## src/pkg/osw_pkg.sv

```systemverilog
`default_nettype none
package osw_pkg;
    localparam int OSW_CHANNELS = 8;
    localparam int OSW_PAR_CHANNELS = 4;
    localparam int OSW_FRAME_BITS = 16;
    localparam int OSW_CNT_W = 5;
    localparam logic [7:0] OSW_CTRL_DIAG_ONLY = 8'h00;
    localparam logic [7:0] OSW_LATCH_RESET = 8'h00;
    localparam logic [15:0] OSW_SHIFT_RESET = 16'h0000;
    // Diagnostic codes per channel
    localparam logic [1:0] OSW_DIAG_NORMAL = 2'b11;
    localparam logic [1:0] OSW_DIAG_OVERLOAD = 2'b10;
    localparam logic [1:0] OSW_DIAG_OPEN = 2'b01;
    localparam logic [1:0] OSW_DIAG_SHORT_GND = 2'b00;
    // Thermal restart pattern: on cycles out of period
    localparam int OSW_TH_PERIOD = 4000;
    localparam int OSW_TH_ON = 400;

    typedef struct packed {
        logic overload;
        logic overtemp;
        logic open_load;
        logic short_gnd;
    } osw_fault_type;

    typedef struct packed {
        logic sclk;
        logic cs_n;
        logic si;
    } osw_link_type;
endpackage : osw_pkg
`default_nettype wire

```

## src/hw/osw_ctrl.sv

```systemverilog
`timescale 1ns/10ps
`default_nettype none
module osw_ctrl
    import osw_pkg::*;
#(
    parameter int TH_PERIOD = OSW_TH_PERIOD,
    parameter int TH_ON = OSW_TH_ON
) (
    input wire logic clk,
    input wire logic arst_n,
    input wire logic ce,
    input wire logic reset_n,
    input wire logic sclk,
    input wire logic cs_n,
    input wire logic si,
    output logic so_o,
    output logic so_oe,
    input wire logic [OSW_PAR_CHANNELS-1:0] parallel_drive_input,
    input wire logic input_polarity_select,
    input wire osw_fault_type [OSW_CHANNELS-1:0] chan_fault,
    output logic [OSW_CHANNELS-1:0] power_channel_line,
    output logic fault_o,
    output logic fault_oe
);
    logic [1:0] rst_sync_r;
    wire rst_n = rst_sync_r[1];

    always_ff @(posedge clk or negedge arst_n) begin
        if (!arst_n)
            rst_sync_r <= 2'b00;
        else
            rst_sync_r <= {rst_sync_r[0], 1'b1};
    end

    // Link and pins sampled through two flops
    osw_link_type link_s;
    logic [OSW_PAR_CHANNELS-1:0] par_s;
    logic pol_s;
    logic res_s;
    osw_fault_type [OSW_CHANNELS-1:0] fault_s;

    // Reset to the idle pin levels, so no false select edge follows reset
    osw_sync #(.WIDTH(3), .RST_VAL(3'h2)) u_link_sync (
        .clk(clk),
        .rst_n(rst_n),
        .ce(ce),
        .d({sclk, cs_n, si}),
        .q(link_s)
    );
    osw_sync #(.WIDTH(OSW_PAR_CHANNELS + 2)) u_pin_sync (
        .clk(clk),
        .rst_n(rst_n),
        .ce(ce),
        .d({parallel_drive_input, input_polarity_select, reset_n}),
        .q({par_s, pol_s, res_s})
    );
    // Fault levels come from the analog side and are not clock aligned
    osw_sync #(.WIDTH($bits(osw_fault_type) * OSW_CHANNELS)) u_fault_sync (
        .clk(clk),
        .rst_n(rst_n),
        .ce(ce),
        .d(chan_fault),
        .q(fault_s)
    );

    logic sclk_d_r;
    logic cs_d_r;
    logic [15:0] shift_r;
    logic [15:0] shift_nxt;
    logic [OSW_CNT_W-1:0] cnt_r;
    logic [7:0] latch_r;
    logic so_r;
    logic so_oe_r;
    logic diag_clear_r;

    wire cs_fall = cs_d_r && !link_s.cs_n;
    wire cs_rise = !cs_d_r && link_s.cs_n;
    wire sclk_fall = sclk_d_r && !link_s.sclk;
    wire sclk_rise = !sclk_d_r && link_s.sclk;
    wire active = !link_s.cs_n && !cs_fall;
    wire frame_ok = cnt_r == OSW_CNT_W'(OSW_FRAME_BITS);
    wire [7:0] ctrl_byte = shift_r[15:8];
    wire [7:0] data_byte = shift_r[7:0];
    wire apply = cs_rise && frame_ok && ctrl_byte != OSW_CTRL_DIAG_ONLY;

    logic [OSW_CHANNELS-1:0] chan_drive;
    logic [OSW_CHANNELS-1:0] chan_err;
    logic [2*OSW_CHANNELS-1:0] diag_word;
    logic [OSW_CHANNELS-1:0] cmd_on;

    // Floating parallel inputs are assumed pulled to their inactive level
    wire [OSW_PAR_CHANNELS-1:0] par_act = pol_s ? par_s : ~par_s;

    genvar gi;
    generate
        for (gi = 0; gi < OSW_CHANNELS; gi++) begin : g_chan
            if (gi < OSW_PAR_CHANNELS) begin : g_par
                assign cmd_on[gi] = latch_r[gi] && par_act[gi];
            end else begin : g_ser
                assign cmd_on[gi] = latch_r[gi];
            end
            osw_diag_chan #(.TH_PERIOD(TH_PERIOD), .TH_ON(TH_ON)) u_diag (
                .clk(clk),
                .rst_n(rst_n),
                .ce(ce),
                .cmd_on(cmd_on[gi]),
                .fault(fault_s[gi]),
                .clear(diag_clear_r),
                .drive(chan_drive[gi]),
                .code(diag_word[2*gi+1 -: 2]),
                .err(chan_err[gi])
            );
        end
    endgenerate

    always_comb begin
        shift_nxt = shift_r;
        if (cs_fall)
            shift_nxt = diag_word;
        else if (active && sclk_fall)
            shift_nxt = {shift_r[14:0], link_s.si};
        else if (active && sclk_rise)
            shift_nxt = shift_r;
    end

    always_ff @(posedge clk or negedge rst_n) begin
        if (!rst_n) begin
            sclk_d_r <= 1'b0;
            cs_d_r <= 1'b1;
        end else if (ce) begin
            sclk_d_r <= link_s.sclk;
            cs_d_r <= link_s.cs_n;
        end
    end

    always_ff @(posedge clk or negedge rst_n) begin
        if (!rst_n) begin
            shift_r <= OSW_SHIFT_RESET;
            cnt_r <= '0;
            so_r <= 1'b0;
            so_oe_r <= 1'b0;
        end else if (ce) begin
            if (!res_s) begin
                shift_r <= OSW_SHIFT_RESET;
                cnt_r <= '0;
            end else begin
                shift_r <= shift_nxt;
                if (cs_fall)
                    cnt_r <= '0;
                else if (active && sclk_fall && cnt_r != '1)
                    cnt_r <= cnt_r + 1'b1;
            end
            if (cs_fall) begin
                so_r <= diag_word[15];
                so_oe_r <= 1'b1;
            end else if (link_s.cs_n) begin
                so_oe_r <= 1'b0;
            end else if (active && sclk_rise) begin
                // Shifter only moves on falls, so bit 14 is the next one out
                so_r <= shift_r[14];
            end
        end
    end

    always_ff @(posedge clk or negedge rst_n) begin
        if (!rst_n) begin
            latch_r <= OSW_LATCH_RESET;
            diag_clear_r <= 1'b0;
        end else if (ce) begin
            diag_clear_r <= cs_rise;
            if (!res_s)
                latch_r <= OSW_LATCH_RESET;
            else if (apply)
                latch_r <= data_byte;
        end
    end

    assign power_channel_line = res_s ? chan_drive : '0;
    assign so_o = so_r;
    assign so_oe = so_oe_r;
    assign fault_o = 1'b0;
    assign fault_oe = |chan_err;
endmodule : osw_ctrl
`default_nettype wire

```

## src/hw/osw_sync.sv

```systemverilog
`timescale 1ns/10ps
`default_nettype none
module osw_sync
    import osw_pkg::*;
#(
    parameter int WIDTH = 3,
    parameter logic [WIDTH-1:0] RST_VAL = '0
) (
    input wire logic clk,
    input wire logic rst_n,
    input wire logic ce,
    input wire logic [WIDTH-1:0] d,
    output logic [WIDTH-1:0] q
);
    logic [WIDTH-1:0] meta_r;
    logic [WIDTH-1:0] q_r;

    if (WIDTH < 1) begin : g_bad_width
        $error("osw_sync: width must be at least one");
    end

    always_ff @(posedge clk or negedge rst_n) begin
        if (!rst_n) begin
            meta_r <= RST_VAL;
            q_r <= RST_VAL;
        end else if (ce) begin
            meta_r <= d;
            q_r <= meta_r;
        end
    end
    assign q = q_r;
endmodule : osw_sync
`default_nettype wire

```

## src/hw/osw_diag_chan.sv

```systemverilog
`timescale 1ns/10ps
`default_nettype none
module osw_diag_chan
    import osw_pkg::*;
#(
    parameter int TH_PERIOD = OSW_TH_PERIOD,
    parameter int TH_ON = OSW_TH_ON
) (
    input wire logic clk,
    input wire logic rst_n,
    input wire logic ce,
    input wire logic cmd_on,
    input wire osw_fault_type fault,
    input wire logic clear,
    output logic drive,
    output logic [1:0] code,
    output logic err
);
    if (TH_ON < 1 || TH_ON >= TH_PERIOD) begin : g_bad_duty
        $error("osw_diag_chan: bad thermal duty");
    end

    localparam int TW = $clog2(TH_PERIOD);
    logic [TW-1:0] th_cnt_r;
    logic [1:0] code_r;
    logic err_r;

    wire [1:0] now_code = fault.overload || fault.overtemp ? OSW_DIAG_OVERLOAD :
                          fault.short_gnd ? OSW_DIAG_SHORT_GND :
                          fault.open_load ? OSW_DIAG_OPEN : OSW_DIAG_NORMAL;
    wire now_err = now_code != OSW_DIAG_NORMAL;
    wire th_on = th_cnt_r < TW'(TH_ON);

    always_ff @(posedge clk or negedge rst_n) begin
        if (!rst_n) begin
            th_cnt_r <= '0;
            code_r <= OSW_DIAG_NORMAL;
            err_r <= 1'b0;
        end else if (ce) begin
            if (!fault.overtemp || th_cnt_r == TW'(TH_PERIOD - 1))
                th_cnt_r <= '0;
            else
                th_cnt_r <= th_cnt_r + 1'b1;
            // A new error wins over the clear and overwrites the old one
            if (now_err) begin
                code_r <= now_code;
                err_r <= 1'b1;
            end else if (clear) begin
                code_r <= OSW_DIAG_NORMAL;
                err_r <= 1'b0;
            end
        end
    end

    assign drive = cmd_on && (!fault.overtemp || th_on);
    assign code = code_r;
    assign err = err_r;
endmodule : osw_diag_chan
`default_nettype wire

```

## config.mk

```make
export PLATFORM = sky130hd
export DESIGN_NAME = osw_ctrl
export DESIGN_NICKNAME = d
export VERILOG_FILES = /design/src/pkg/osw_pkg.sv /design/src/hw/osw_ctrl.sv /design/src/hw/osw_sync.sv /design/src/hw/osw_diag_chan.sv
export SDC_FILE = /design/constraint.sdc
export NUM_CORES = 1
export LEC_CHECK = 0
export ABC_AREA = 1
export BUFFER_PORTS_ARGS = -buffer_cell sky130_fd_sc_hd__buf_2
export CELL_PAD_IN_SITES_DETAIL_PLACEMENT = 0
export CELL_PAD_IN_SITES_GLOBAL_PLACEMENT = 2
export CORE_MARGIN = 8
export CORE_UTILIZATION = 40
export CTS_CLUSTER_SIZE = 40
export DETAILED_ROUTE_END_ITERATION = 16
export GPL_TIMING_DRIVEN = 0
export HOLD_SLACK_MARGIN = 0.06
export PLACE_DENSITY_LB_ADDON = 0.1
export REMOVE_ABC_BUFFERS = 1
export SLEW_MARGIN = 20
export SYNTH_ARGS = -nofsm -noshare
export SYNTH_HDL_FRONTEND = slang
export SYNTH_HIERARCHICAL = 1
export SYNTH_SLANG_ARGS = --single-unit
```

## constraint.sdc

```tcl
create_clock -name clk -period 22.7 [get_ports clk]
set_input_delay 3.405 -clock clk [delete_from_list [all_inputs] [get_ports clk]]
set_output_delay 3.405 -clock clk [all_outputs]
set_load 0.005 [all_outputs]
```

==> out/metrics.csv <==
metric,value,unit
status,"complete, no violations",
Final setup viols,0,
WL final,26000,µm
port bufs,54,
crit-path max FO,6,
clock group share of total power,44.7,%
Num CTS Buffers,28,
area of placed instances,12600,µm²
ANT cells,0,
Hold Crit Class,reg -> async,
Routed Antenna Nets,0,
fin cells,1950,
share of power burned in registers,46.0,%
Initial Util,40.4,%
yosys warns,6,
combinational power share,9.2,%
switch share,25.4,%
Total Neg Setup Slack,0,ns
GP Congestion,0.755,
via count,9234,
"Seq/Total Area, Yosys",50.2,%
Std-Cell Rows,63,
Root Buffer,clkbuf_16,
hold buffers post-CTS,0,
design area,13600,µm²
filler instances,3012,
die width,189,µm
Pleak,6.79,nW
P per Cell Area,78.0,nW/µm²
Post-route DRC,0,
wire length per cell,13.3,µm
H-Tree Depth,1,
total power,1.06,mW
Final WS setup,17.41,ns
share of cells above drive strength 1,14.5,%
PostCTS Resize Cnt,0,
# nets final,1593,
"Distinct cells, synth",38,
CTS tree,yes,
crit share post-route,23.3,%
RSZ-0062 raised after global routing,no,
f_max,0.189,GHz
Crit. End Element,output port,
worst hold slack,0.298,ns
synthesized area per cell,8.08,µm²
vias in the first global route,9227,
CTS Buffer Depth,3,
core area,29500,µm²
final hold violation count,0,
worst endpoint required time,19.30,ns
Net Switching,0.270,mW
grt ovf,0,
Post-Synthesis Cells,1474,
chip height,189,µm
vias per inst,4.74,
"Cell Area, Synth",11900,µm²
"Arr. time, crit path",1.89,ns
# IOs,56,
Util after Layout,46.2,%
fin crit period,5.29,ns
clock skew,0.0127,ns
post-CTS setup buffer count,0,
largest net degree at the start of global routing,98,
maximum vdd drop,0.0657,mV
Clock Sinks,238,
Layout area overhead,14.4,%
R2R cell count,7,
dpl cells,1898,
Crit Path Class,reg -> out,
drt pass-1 iters,4,
antenna violations before repair,0,
"commonest non-fill, non-tap cell in the layout",nand2_1,
post-DP HPWL,17200,µm
Internal,0.792,mW
global-route wire length before repair,45200,µm
gr usage total,14.9,%
Seq cells post-synth,238,
"worst slack, placed",17.55,ns
Max-cap violations,0,
Worst Max-Slew Pin Slew,0.748,ns
Clock Latency Late Sink,0.54,ns
Slew Limit Fails,0,
"Reg clk slew, reported paths",0.06,ns
Startpoint Class,flop,
die area,35500,µm²
Detailed Route Iter0 Violations,454,
most frequent cells in the layout,"569 x nand2_1, 217 x dfrtp_1, 174 x nor2_1, 95 x inv_1, 64 x nand3_1",
Max-slew headroom,50.2,%
[state kept, by name, summed over array words and instances, names as in the netlist, 6 cells and up]
signal	cells
g_chan.u_diag/th_cnt_r	96
u_fault_sync/meta_r	32
u_fault_sync/q	32
g_chan.u_diag/code	16
shift_r	16
g_chan.u_diag/err	8
latch_r	8
u_pin_sync/meta_r	6
u_pin_sync/q	6
[per-layer routing]
metal	GRT usage, %	part of all wire [%]	vias up	routed length, µm
met3	2.51	3.8	34	989
met2	24.9	47	87	12100
met4	3.28	2.0	0	519
met1	20.1	48	4305	12400
met5	0	0	-	0
li1	-	-	4808	-
[Yosys cell counts, drive strengths merged]
cell | instances | area, µm²
conb | 2 | 7.51
xor2 | 20 | 175
xnor2 | 8 | 70.1
clkbuf | 10 | 97.6
dfrtp | 219 | 5480
a21boi | 8 | 60.1
inv | 106 | 398
o21ai | 63 | 319
or2 | 16 | 100
a31oi | 2 | 18.8
nand3 | 73 | 410
nand4 | 39 | 244
nand2 | 583 | 2230
a21oi | 35 | 254
nor2 | 206 | 1030
nand3b | 9 | 67.6
clkinv | 1 | 8.76
buf | 17 | 123
ha | 11 | 138
a21o | 7 | 61.3
nor3 | 18 | 90.1
nor4 | 2 | 12.5
dfstp | 19 | 499
[power by group through the flow]
stage	combinational (mW)	sequential, mW	clock, mW
4_1_cts	0.101	0.490	0.494
5_1_grt	0.115	0.494	0.509
3_5_place_dp	0.100	0.497	0
6_report	0.0979	0.489	0.475
2_1_floorplan	0.0612	0.494	0
3_3_place_gp	0.0862	0.507	0
[worst max-delay path, stage by stage (launching register included)]
cell      delay, ns
dfrtp_1        0.40
inv_1          0.17
o21ai_0        0.09
a21oi_1        0.22
a21boi_0       0.21
nand2_1        0.09
inv_1          0.06
buf_2          0.10
[final timing paths]
check	endpoint	from	slack (ns)
setup / recovery	power_channel_line[3]	u_pin_sync/q[1]	17.41
hold / removal	g_chan[4].u_diag/th_cnt_r[8]	rst_sync_r[1]	0.30
setup reg to reg	shift_r[1]	u_link_sync/q[1]	21.03
hold reg to reg	g_chan[4].u_diag/th_cnt_r[8]	rst_sync_r[1]	0.30
max in group asynchronous	rst_sync_r[1]	arst_n	19.95
min in group clk	rst_sync_r[1]	rst_sync_r[0]	0.35
[layout make-up]
class / count / area (µm²) / share of cell area [%]
multi-input cells: 1102 / 5300 / 38.9
inverters: 107 / 409 / 3.00
well taps: 390 / 488 / 3.58
flip-flops and latches: 238 / 5980 / 43.9
clock inverters: 12 / 171 / 1.26
clock buffers: 40 / 817 / 6.00
repair buffers: 61 / 450 / 3.31
[kinds of logic (layout without fill, tap and decap cells)]
logic type / after synthesis / count (layout) / share of synthesized area [%]
AND/OR/NAND/NOR: 946 / 946 / 35.2
flip-flops: 238 / 238 / 50.2
buffers and inverters: 134 / 220 / 5.27
AO/OA/AOI/OAI: 115 / 115 / 5.99
XOR/XNOR: 28 / 28 / 2.06
adder cells (fa/ha/maj): 11 / 11 / 1.16
other: 2 / 2 / 0.0631
Note: power is estimated with default switching activity, not from simulation.
